===== src/core/scs_pkg.sv =====
package scs_pkg;

  // Bus and data widths
  localparam int unsigned ADDR_W = 5;
  localparam int unsigned DATA_W = 32;
  localparam int unsigned CMD_W = 17;
  localparam int unsigned REF_W = 16;
  localparam int unsigned SCALE_W = 16;
  localparam int unsigned REF_FRAC = 15;

  // Register byte offsets
  localparam logic [4:0] OFS_CTRL = 5'h00;
  localparam logic [4:0] OFS_PRESET_FIRST = 5'h04;
  localparam logic [4:0] OFS_PRESET_SECOND = 5'h08;
  localparam logic [4:0] OFS_PRESET_THIRD = 5'h0C;
  localparam logic [4:0] OFS_SCALE = 5'h10;
  localparam logic [4:0] OFS_STATUS = 5'h14;
  localparam logic [4:0] OFS_SPEED_CMD = 5'h18;
  localparam logic [4:0] OFS_SPEED_LIMIT = 5'h1C;

  // Field positions
  localparam int unsigned CTRL_MODE_LSB = 0;
  localparam int unsigned CTRL_MANUAL_BIT = 2;
  localparam int unsigned STATUS_SRC_LSB = 0;
  localparam int unsigned STATUS_ARMED_BIT = 2;
  localparam int unsigned STATUS_MODE_LSB = 4;
  localparam int unsigned STATUS_MANUAL_BIT = 6;

  // Preset limits in 0.1 r/min counts, reset values
  localparam logic signed [16:0] PRESET_MAX = 17'sh0EA60;
  localparam logic signed [16:0] PRESET_MIN = 17'sh115A0;
  localparam logic [16:0] PRESET_RST = 17'h00000;
  localparam logic [15:0] SCALE_RST = 16'h7530;
  localparam logic CTRL_MANUAL_RST = 1'b0;

  typedef enum logic [1:0] {
    MODE_SPEED = 2'b00,
    MODE_SPEED_ZERO = 2'b01,
    MODE_TORQUE = 2'b10,
    MODE_TORQUE_ZERO = 2'b11
  } scs_mode_e;

  typedef enum logic [1:0] {
    SOURCE_ANALOG_OR_ZERO = 2'b00,
    SOURCE_PRESET_FIRST = 2'b01,
    SOURCE_PRESET_SECOND = 2'b10,
    SOURCE_PRESET_THIRD = 2'b11
  } scs_src_e;

  // Saturate a wide signed value into the legal command span
  function automatic logic [16:0] scs_clamp(input logic signed [31:0] v);
    if (v > 32'(PRESET_MAX)) begin
      return PRESET_MAX;
    end else if (v < 32'(PRESET_MIN)) begin
      return PRESET_MIN;
    end
    return v[16:0];
  endfunction

  // Sign-extend a command word to the bus width
  function automatic logic [31:0] scs_sext(input logic [16:0] v);
    return {{15{v[16]}}, v};
  endfunction

endpackage


===== src/core/scs_analog_scale.sv =====
`timescale 1ns/100ps
`default_nettype none

module scs_analog_scale (
  input wire logic ref_clk_i, // Core clock
  input wire logic rst_i, // Async reset, high
  input wire logic [15:0] analog_ref_i, // Signed converter code
  input wire logic [15:0] scale_i, // Full-scale speed, 0.1 r/min
  output logic [16:0] scaled_o // Scaled, saturated command
);

  typedef struct packed {
    logic [16:0] scaled;
  } scs_analog_s;

  scs_analog_s st;
  scs_analog_s next_st;
  logic signed [32:0] prod;
  logic signed [31:0] shifted;

  // Full-scale code maps to the programmed speed; saturate to the legal span
  always_comb begin
    prod = $signed(analog_ref_i) * $signed({1'b0, scale_i}); // [RULE_08]
    shifted = 32'(prod >>> scs_pkg::REF_FRAC);
    next_st = st;
    next_st.scaled = scs_pkg::scs_clamp(shifted); // [RULE_01]
  end

  always_ff @(posedge ref_clk_i or posedge rst_i) begin
    if (rst_i) begin
      st <= '0;
    end else begin
      st <= next_st;
    end
  end

  assign scaled_o = st.scaled;
endmodule

`default_nettype wire


===== src/core/scs_avalon_slave.sv =====
`timescale 1ns/100ps
`default_nettype none

module scs_avalon_slave (
  input wire logic ref_clk_i, // Core clock
  input wire logic rst_i, // Async reset, high
  input wire logic avs_read_i, // Avalon read
  input wire logic avs_write_i, // Avalon write
  input wire logic [31:0] rd_data_i, // Read mux from register file
  output logic avs_waitrequest_o, // Avalon waitrequest
  output logic [31:0] avs_readdata_o, // Avalon read data
  output logic wr_en_o // Write takes effect this edge
);

  typedef struct packed {
    logic waitrequest;
    logic [31:0] rdata;
  } scs_slave_s;

  scs_slave_s st;
  scs_slave_s next_st;

  // One wait cycle per access; waitrequest rises again right after the answer
  always_comb begin
    next_st = st;
    next_st.waitrequest = !((avs_read_i || avs_write_i) && st.waitrequest);
    if (avs_read_i && st.waitrequest) begin
      next_st.rdata = rd_data_i;
    end
  end

  always_ff @(posedge ref_clk_i or posedge rst_i) begin
    if (rst_i) begin
      st <= '{waitrequest: 1'b1, rdata: 32'h00000000};
    end else begin
      st <= next_st;
    end
  end

  assign avs_waitrequest_o = st.waitrequest;
  assign avs_readdata_o = st.rdata;
  assign wr_en_o = avs_write_i && !st.waitrequest;
endmodule

`default_nettype wire


===== src/core/scs_top.sv =====
// Summary of operation
// RULE_01: Selects 00, analog mode: analog reference drives command.
// RULE_02: Selects 00, zero mode: command forced zero.
// RULE_03: Nonzero selects pick first, second, third preset.
// RULE_04: Select input OFF decodes 0, ON 1.
// RULE_05: Preset applies only after a select change.
// RULE_06: Presets saturate to plus/minus 60000 counts.
// RULE_07: Torque modes use command as speed limit.
// RULE_08: Analog full scale maps to programmable speed.
// RULE_09: Serial writes may change preset values.
// RULE_10: Manual tuning disables automatic and auxiliary gains.
// RULE_11: Command output is registered, one clean update.
//
// The Avalon-MM interface to the registers and the placing of the registers were left to the implementer.
`timescale 1ns/100ps
`default_nettype none

module scs_top (
  input wire logic ref_clk_i, // 25 MHz core clock
  input wire logic rst_i, // Async reset, high
  input wire logic [4:0] avs_address_i, // Avalon byte address
  input wire logic avs_read_i, // Avalon read
  input wire logic avs_write_i, // Avalon write
  input wire logic [31:0] avs_writedata_i, // Avalon write data
  output logic [31:0] avs_readdata_o, // Avalon read data
  output logic avs_waitrequest_o, // Avalon waitrequest
  input wire logic speed_select_low_i, // Select pin, low bit, ON high
  input wire logic speed_select_high_i, // Select pin, high bit, ON high
  input wire logic [15:0] analog_ref_i, // Converter code, same clock
  output logic [16:0] speed_cmd_o, // Speed setpoint, 0.1 r/min
  output logic [16:0] speed_limit_o, // Torque-mode speed limit
  output logic cmd_update_o, // Pulse when command changes
  output logic auto_tune_en_o, // Automatic gain tuning allowed
  output logic aux_gain_en_o, // Auxiliary gain functions allowed
  output logic [1:0] active_source_o // Source in use
);

  typedef struct packed {
    logic [1:0] sel_meta;
    logic [1:0] sel_sync;
    logic [1:0] sel_prev;
    logic [2:0] sync_fill;
    logic armed;
    scs_pkg::scs_mode_e mode;
    logic manual;
    logic [2:0][16:0] preset;
    logic [15:0] scale;
    logic [16:0] speed_cmd;
    logic [16:0] speed_limit;
    logic cmd_update;
    logic auto_tune_en;
    logic aux_gain_en;
    scs_pkg::scs_src_e src;
  } scs_state_s;

  scs_state_s st;
  scs_state_s next_st;
  logic wr_en;
  logic [31:0] rd_data;
  logic [16:0] analog_cmd;
  logic [16:0] sel_cmd;
  logic [16:0] preset_sel;
  logic torque_mode;
  logic zero_mode;

  // Preset for a nonzero select pattern; 00 owns no preset and reads as zero
  // A case keeps the lookup inside the bank instead of indexing past its end
  function automatic logic [16:0] pick_preset(input logic [1:0] pat, input logic [2:0][16:0] bank);
    logic [16:0] v;
    unique case (pat)
      2'b00: begin
        v = 17'h00000;
      end
      2'b01: begin
        v = bank[0];
      end
      2'b10: begin
        v = bank[1];
      end
      2'b11: begin
        v = bank[2];
      end
    endcase
    return v;
  endfunction

  // Bus front end: one wait cycle, writes land on the answering edge
  scs_avalon_slave u_slave (
    .ref_clk_i(ref_clk_i),
    .rst_i(rst_i),
    .avs_read_i(avs_read_i),
    .avs_write_i(avs_write_i),
    .rd_data_i(rd_data),
    .avs_waitrequest_o(avs_waitrequest_o),
    .avs_readdata_o(avs_readdata_o),
    .wr_en_o(wr_en)
  );

  // Analog path; registered, so analog changes reach the output two edges on
  scs_analog_scale u_analog (
    .ref_clk_i(ref_clk_i),
    .rst_i(rst_i),
    .analog_ref_i(analog_ref_i),
    .scale_i(st.scale),
    .scaled_o(analog_cmd)
  );

  // Mode decoding shared by the command path and the checks
  assign torque_mode = st.mode[1];
  assign zero_mode = st.mode[0];
  assign preset_sel = pick_preset(st.sel_sync, st.preset); // [RULE_03]

  // Whole next-state: pin sync, register writes, source choice, outputs
  always_comb begin
    next_st = st;
    sel_cmd = 17'h00000;
    rd_data = 32'h00000000;

    // Pins are asynchronous; the first stage feeds only the second
    next_st.sel_meta = {speed_select_high_i, speed_select_low_i}; // [RULE_04]
    next_st.sel_sync = st.sel_meta;
    next_st.sel_prev = st.sel_sync;

    // Compare only real pin samples; the step from the reset pattern to the
    // pins as they stand is not an operator move and must not arm presets
    next_st.sync_fill = {st.sync_fill[1:0], 1'b1};

    // A preset is not trusted until the operator moves a select input
    if (st.sync_fill[2] && st.sel_sync != st.sel_prev) begin
      next_st.armed = 1'b1; // [RULE_05]
    end

    // Register writes; unmapped offsets are ignored
    if (wr_en) begin
      unique case (avs_address_i)
        scs_pkg::OFS_CTRL: begin
          next_st.mode = scs_pkg::scs_mode_e'(avs_writedata_i[scs_pkg::CTRL_MODE_LSB +: 2]);
          next_st.manual = avs_writedata_i[scs_pkg::CTRL_MANUAL_BIT];
        end
        scs_pkg::OFS_PRESET_FIRST: begin
          next_st.preset[0] = scs_pkg::scs_clamp(avs_writedata_i); // [RULE_06] [RULE_09]
        end
        scs_pkg::OFS_PRESET_SECOND: begin
          next_st.preset[1] = scs_pkg::scs_clamp(avs_writedata_i); // [RULE_06] [RULE_09]
        end
        scs_pkg::OFS_PRESET_THIRD: begin
          next_st.preset[2] = scs_pkg::scs_clamp(avs_writedata_i); // [RULE_06] [RULE_09]
        end
        scs_pkg::OFS_SCALE: begin
          next_st.scale = avs_writedata_i[15:0]; // [RULE_08]
        end
        default: begin
        end
      endcase
    end

    // Read mux; status and live command are read-only
    unique case (avs_address_i)
      scs_pkg::OFS_CTRL: begin
        rd_data[scs_pkg::CTRL_MODE_LSB +: 2] = st.mode;
        rd_data[scs_pkg::CTRL_MANUAL_BIT] = st.manual;
      end
      scs_pkg::OFS_PRESET_FIRST: begin
        rd_data = scs_pkg::scs_sext(st.preset[0]);
      end
      scs_pkg::OFS_PRESET_SECOND: begin
        rd_data = scs_pkg::scs_sext(st.preset[1]);
      end
      scs_pkg::OFS_PRESET_THIRD: begin
        rd_data = scs_pkg::scs_sext(st.preset[2]);
      end
      scs_pkg::OFS_SCALE: begin
        rd_data[15:0] = st.scale;
      end
      scs_pkg::OFS_STATUS: begin
        rd_data[scs_pkg::STATUS_SRC_LSB +: 2] = st.src;
        rd_data[scs_pkg::STATUS_ARMED_BIT] = st.armed;
        rd_data[scs_pkg::STATUS_MODE_LSB +: 2] = st.mode;
        rd_data[scs_pkg::STATUS_MANUAL_BIT] = st.manual;
      end
      scs_pkg::OFS_SPEED_CMD: begin
        rd_data = scs_pkg::scs_sext(st.speed_cmd);
      end
      scs_pkg::OFS_SPEED_LIMIT: begin
        rd_data = scs_pkg::scs_sext(st.speed_limit);
      end
      default: begin
      end
    endcase

    // Source choice from the synchronised select pattern
    next_st.src = scs_pkg::scs_src_e'(st.sel_sync); // [RULE_03]
    if (st.sel_sync == 2'b00) begin
      if (zero_mode) begin
        sel_cmd = 17'h00000; // [RULE_02]
      end else begin
        sel_cmd = analog_cmd; // [RULE_01]
      end
    end else if (st.armed) begin
      sel_cmd = preset_sel; // [RULE_03]
    end else begin
      sel_cmd = 17'h00000; // [RULE_05]
    end

    // Torque modes reuse the command as a limit and drop the setpoint
    if (torque_mode) begin
      next_st.speed_cmd = 17'h00000; // [RULE_07]
      next_st.speed_limit = sel_cmd; // [RULE_07]
    end else begin
      next_st.speed_cmd = sel_cmd;
      next_st.speed_limit = 17'h00000;
    end

    // Single pulse per change so downstream ramps see one clean step
    next_st.cmd_update = (next_st.speed_cmd != st.speed_cmd) ||
                         (next_st.speed_limit != st.speed_limit); // [RULE_11]

    // Manual tuning leaves only the user loop gains in force
    next_st.auto_tune_en = !st.manual; // [RULE_10]
    next_st.aux_gain_en = !st.manual; // [RULE_10]
  end

  // Single register bank for all state
  always_ff @(posedge ref_clk_i or posedge rst_i) begin
    if (rst_i) begin
      st <= '{
        sel_meta: 2'h0,
        sel_sync: 2'h0,
        sel_prev: 2'h0,
        sync_fill: 3'h0,
        armed: 1'b0,
        mode: scs_pkg::MODE_SPEED,
        manual: scs_pkg::CTRL_MANUAL_RST,
        preset: {3{scs_pkg::PRESET_RST}},
        scale: scs_pkg::SCALE_RST,
        speed_cmd: 17'h00000,
        speed_limit: 17'h00000,
        cmd_update: 1'b0,
        auto_tune_en: 1'b0,
        aux_gain_en: 1'b0,
        src: scs_pkg::SOURCE_ANALOG_OR_ZERO
      };
    end else begin
      st <= next_st;
    end
  end

  // Outputs straight from the state register
  assign speed_cmd_o = st.speed_cmd;
  assign speed_limit_o = st.speed_limit;
  assign cmd_update_o = st.cmd_update;
  assign auto_tune_en_o = st.auto_tune_en;
  assign aux_gain_en_o = st.aux_gain_en;
  assign active_source_o = st.src;
endmodule

`default_nettype wire


===== config.mk =====
export PLATFORM = sky130hd
export DESIGN_NAME = scs_top
export DESIGN_NICKNAME = d
export VERILOG_FILES = /design/src/core/scs_pkg.sv /design/src/core/scs_analog_scale.sv /design/src/core/scs_avalon_slave.sv /design/src/core/scs_top.sv
export SDC_FILE = /design/constraint.sdc
export NUM_CORES = 1
export LEC_CHECK = 0
export CAP_MARGIN = 10
export CORE_ASPECT_RATIO = 1.5
export CORE_UTILIZATION = 60
export CTS_CLUSTER_SIZE = 16
export DETAILED_ROUTE_END_ITERATION = 16
export DONT_BUFFER_PORTS = 1
export HOLD_SLACK_MARGIN = 0.15
export PLACE_DENSITY = 0.76
export SLEW_MARGIN = 20
export SYNTH_ARGS = -nofsm -noshare
export SYNTH_HDL_FRONTEND = slang
export SYNTH_HIERARCHICAL = 1
export SYNTH_SLANG_ARGS = --single-unit

===== constraint.sdc =====
create_clock -name ref_clk_i -period 10 [get_ports ref_clk_i]
set_clock_uncertainty 0.05 [all_clocks]
set_input_delay 0.5 -clock ref_clk_i [delete_from_list [all_inputs] [get_ports ref_clk_i]]
set_output_delay 0.5 -clock ref_clk_i [all_outputs]
set_load 0.005 [all_outputs]

==> impl_metrics.csv <==
group,metric,value,unit
routing,wl,48280,um
power_and_ir_drop,internal-power,2532,uW
die,core_area,0.02862,mm^2
routing,detail-route-antenna-nets,0,
timing,period_share,0.7705,
timing,finalHoldViolCount,0,
place,gp_congestion,0.9983,
timing,fmax,0.1298,GHz
die,initial_core_util,0.6078,
global_route,grt_pass1_wl,77010,um
final_layout,design_area,0.01807,mm^2
die,num_io_pins,131,
final_layout,nFillCells,2334,
global_route,grt_max_degree,73,
global_route,gr-usage-all-layers,0.3417,
logic_synthesis,synth_cell_type_count,93,
timing,setup-violations-final,0,
routing,vias,13310,
place,dpl_cell_area,0.01734,mm^2
clocking,cts_buffers,17,
logic_synthesis,avgSynthCellArea,9.611,um^2
clocking,cts-root-buf,"clkbuf_16",
logic_synthesis,synth_cells,1810,
power_and_ir_drop,power_frac_seq,0.182,
critical_path,crit_required,10.27,ns
power_and_ir_drop,irDropWorstVdd,0.0002178,V
critical_path,criticalPathCategory,"reg -> reg",
final_layout,final_cell_mix,"inv_1 (251), nand2_1 (216), fa_1 (193)",
clocking,cts-resized-gates,0,
routing,route.detailed.drc,0,
die,std_cell_rows,76,
timing,slew_viol_final,0,
final_layout,layout.nets,2114,
logic_synthesis,synth_edf_count,0,
routing,drt-pass1-iter-count,7,
timing,slew_headroom,0.1323,
logic_synthesis,ys_seq_elements,166,
power_and_ir_drop,clkPwrFrac,0.130,
logic_synthesis,yosysWarnings,6,
clocking,cts_max_path_buffers,2,
final_layout,syn_to_final_growth,3.869,%
logic_synthesis,ys_seq_area_frac,0.2394,
clocking,cts.sinks,166,
die,die_h,210.5,um
worst_hold_path,hp-class,"in -> reg",
global_route,grt.overflow.total,0,
routing,wl_per_cell,22.49,um
final_layout,drive_gt1_frac,0.08371,
critical_path,rrSetupSlack,2.29,ns
power_and_ir_drop,combPwrFrac,0.689,
timing,fin_crit,7.705,ns
power_and_ir_drop,swShare,0.4993,
place,dpl.hpwl,36060,um
die,die_w,141.0,um
critical_path,end_kind,"register",
critical_path,critPathLaunchType,"register",
power_and_ir_drop,leakage,0.008706,uW
timing,worstMarginPinSlew,1.288,ns
timing,final.setup.tns,0,ns
clocking,insertion_delay,0.44,ns
clocking,clk_pin_slew,0.06,ns
flow_run,maxCapViolCount,0,
run_status,outcome,"finished clean",
logic_synthesis,synth_area,0.01740,mm^2
clocking,tritoncts,"yes",
critical_path,crit_path_max_fanout,18,
global_route,antenna_found_initial,0,
routing,drt_iter0_drc,925,
power_and_ir_drop,p_per_area,279.8,mW/mm^2
logic_synthesis,synth_flop_cell,"dfrtp_1",
routing,vias_per_cell,6.201,
die,fp.dieArea,0.02969,mm^2
logic_synthesis,ys_async_sr_fraction,1.000,
timing,rsz0062_at_grt,"no",
logic_synthesis,syn_nets,2181,
power_and_ir_drop,p_sw,2524,uW
place,io_buffer_count,0,
critical_path,cp.arrival,7.98,ns
final_layout,layout_commonest_cell,"inv_1",
global_route,first_global_vias,14220,
clocking,htree_levels,4,
cell type report:
type                            count  area [um^2]  area share
Tap cell                          390        488.0     0.02700
Inverter                          253        952.2     0.05269
Sequential cell                   166         4164      0.2304
Clock buffer                       23        457.9     0.02534
Multi-Input combinational cell   1279        11650      0.6446
Timing Repair Buffer               26        227.7     0.01260
Clock inverter                      9        130.1    0.007201
Antenna cell                        1        2.502   0.0001385
power groups by stage:
stage	sequential, uW	clock [uW]	combinational [uW]
after floorplan	835	0	2780
after global placement	921	0	3400
after detailed placement	924	0	3430
after CTS	912	663	3470
after global routing	924	689	3900
final	918	656	3480
per-stage QoR:
stage	hold slack, ns	instances	util	total power, uW	setup slack (ns)
5_1_grt	0.1556	2146	0.6312	5511	1.886
3_5_place_dp	0.2873	2101	0.6058	4354	2.349
2_1_floorplan	0.2812	1810	-	3619	3.097
3_3_place_gp	0.2823	2101	0.6058	4320	2.405
6_report	0.1632	2147	0.6313	5056	2.295
4_1_cts	0.1503	2146	0.6309	5041	2.339
worst paths after layout:
path                                         start  cells past startpoint                   end
worst max-delay path                        st[50]                     22  u_analog/scaled_o[0]
min in group asynchronous                    rst_i                      2               st[109]
worst max register to register              st[50]                     22  u_analog/scaled_o[0]
worst min-delay path            avs_writedata_i[1]                      1                st[40]
max in group asynchronous                    rst_i                      3                st[90]
worst min register to register        next_st[112]                      0               st[112]
registers in the layout, indices dropped and copies added, names as in the netlist:
register and cells:
aux_gain_en_o 1, st 72, speed_cmd_o 17, next_st 6
u_analog/scaled_o 17, u_slave/avs_readdata_o 32, u_slave/avs_waitrequest_o 1, speed_limit_o 17
active_source_o 2, cmd_update_o 1
worst max-delay path, cell delays in order, from the launching register on:
cell and delay [ns]:
dfrtp_1 0.72, and2_1 0.36, fa_1 0.54, inv_1 0.06, fa_1 0.51, fa_1 0.51
inv_1 0.05, fa_1 0.47, fa_1 0.55, inv_1 0.06, fa_1 0.52, inv_1 0.04
ha_1 0.50, nand4_2 0.23, nor3_1 0.22, o21ai_1 0.21, o21a_1 0.30, o2111a_1 0.25
nor3_1 0.44, nand2_1 0.13, or3b_1 0.40, o2bb2ai_1 0.23, o21a_1 0.23
synth_stat cells (4+ instances only):
cell      number  area share
o211ai_1      21      0.0091
a21oi_1       43       0.012
nor2_1        51       0.011
and2_1       149       0.054
or4_1          7      0.0030
o211ai_2       4      0.0029
a21o_1         8      0.0035
mux2i_1       19       0.011
ha_1         119       0.086
or4b_2         8      0.0046
or3_1          4      0.0014
o21ai_1        9      0.0026
a222oi_1       7      0.0040
mux2_4        30       0.026
a32oi_1        6      0.0030
nand4b_1      16      0.0081
mux2_2        27       0.017
o21a_1         7      0.0030
fa_1         193        0.22
o21ai_0       77       0.022
a31oi_1        4      0.0014
o21bai_1       5      0.0022
a211oi_1       4      0.0017
inv_1        252       0.054
and3_1         4      0.0014
nor4_1         8      0.0029
xnor2_1       20       0.010
nand2b_1      15      0.0054
xor2_1        14      0.0070
nand2_1      218       0.047
a22oi_1       40       0.017
a21boi_0       6      0.0026
buf_2          9      0.0026
nand4_1       14      0.0050
nand3_1       31      0.0089
nor2b_1        4      0.0014
dfstp_2        8       0.012
clkbuf_1      57       0.012
dfrtp_1      158        0.23
nor3_1        17      0.0049
buf_4         39       0.017
cells by family (layout without fill, tap and decap cells):
| group | after synthesis | in the layout | share of synthesized area |
|---|---|---|---|
| AOI/OAI and AO/OA | 276 | 276 | 0.1080 |
| adders and majority gates | 312 | 312 | 0.3077 |
| buffers and inverters | 365 | 311 | 0.09192 |
| xor gates and xnor gates | 34 | 34 | 0.01712 |
| DFF | 166 | 166 | 0.2394 |
| and+or+nand+nor | 578 | 578 | 0.1794 |
| muxes | 78 | 78 | 0.05624 |
| other | 1 | 2 | 0.0002156 |
metal layers:
metal	routed length [um]	global-route usage
met5	0	0
met4	3650	0.2406
met3	3014	0.05452
met2	24910	0.6155
met1	16710	0.3627
repair_timing:
| action | 4_1_cts | 5_1_grt |
|---|---|---|
| hold endpoints to repair | 104 | 0 |
| buffers inserted | 0 | 0 |
| hold buffers | 13 | 0 |
| setup endpoints to repair | 0 | 0 |
Note: power is estimated with default switching activity, not from simulation.
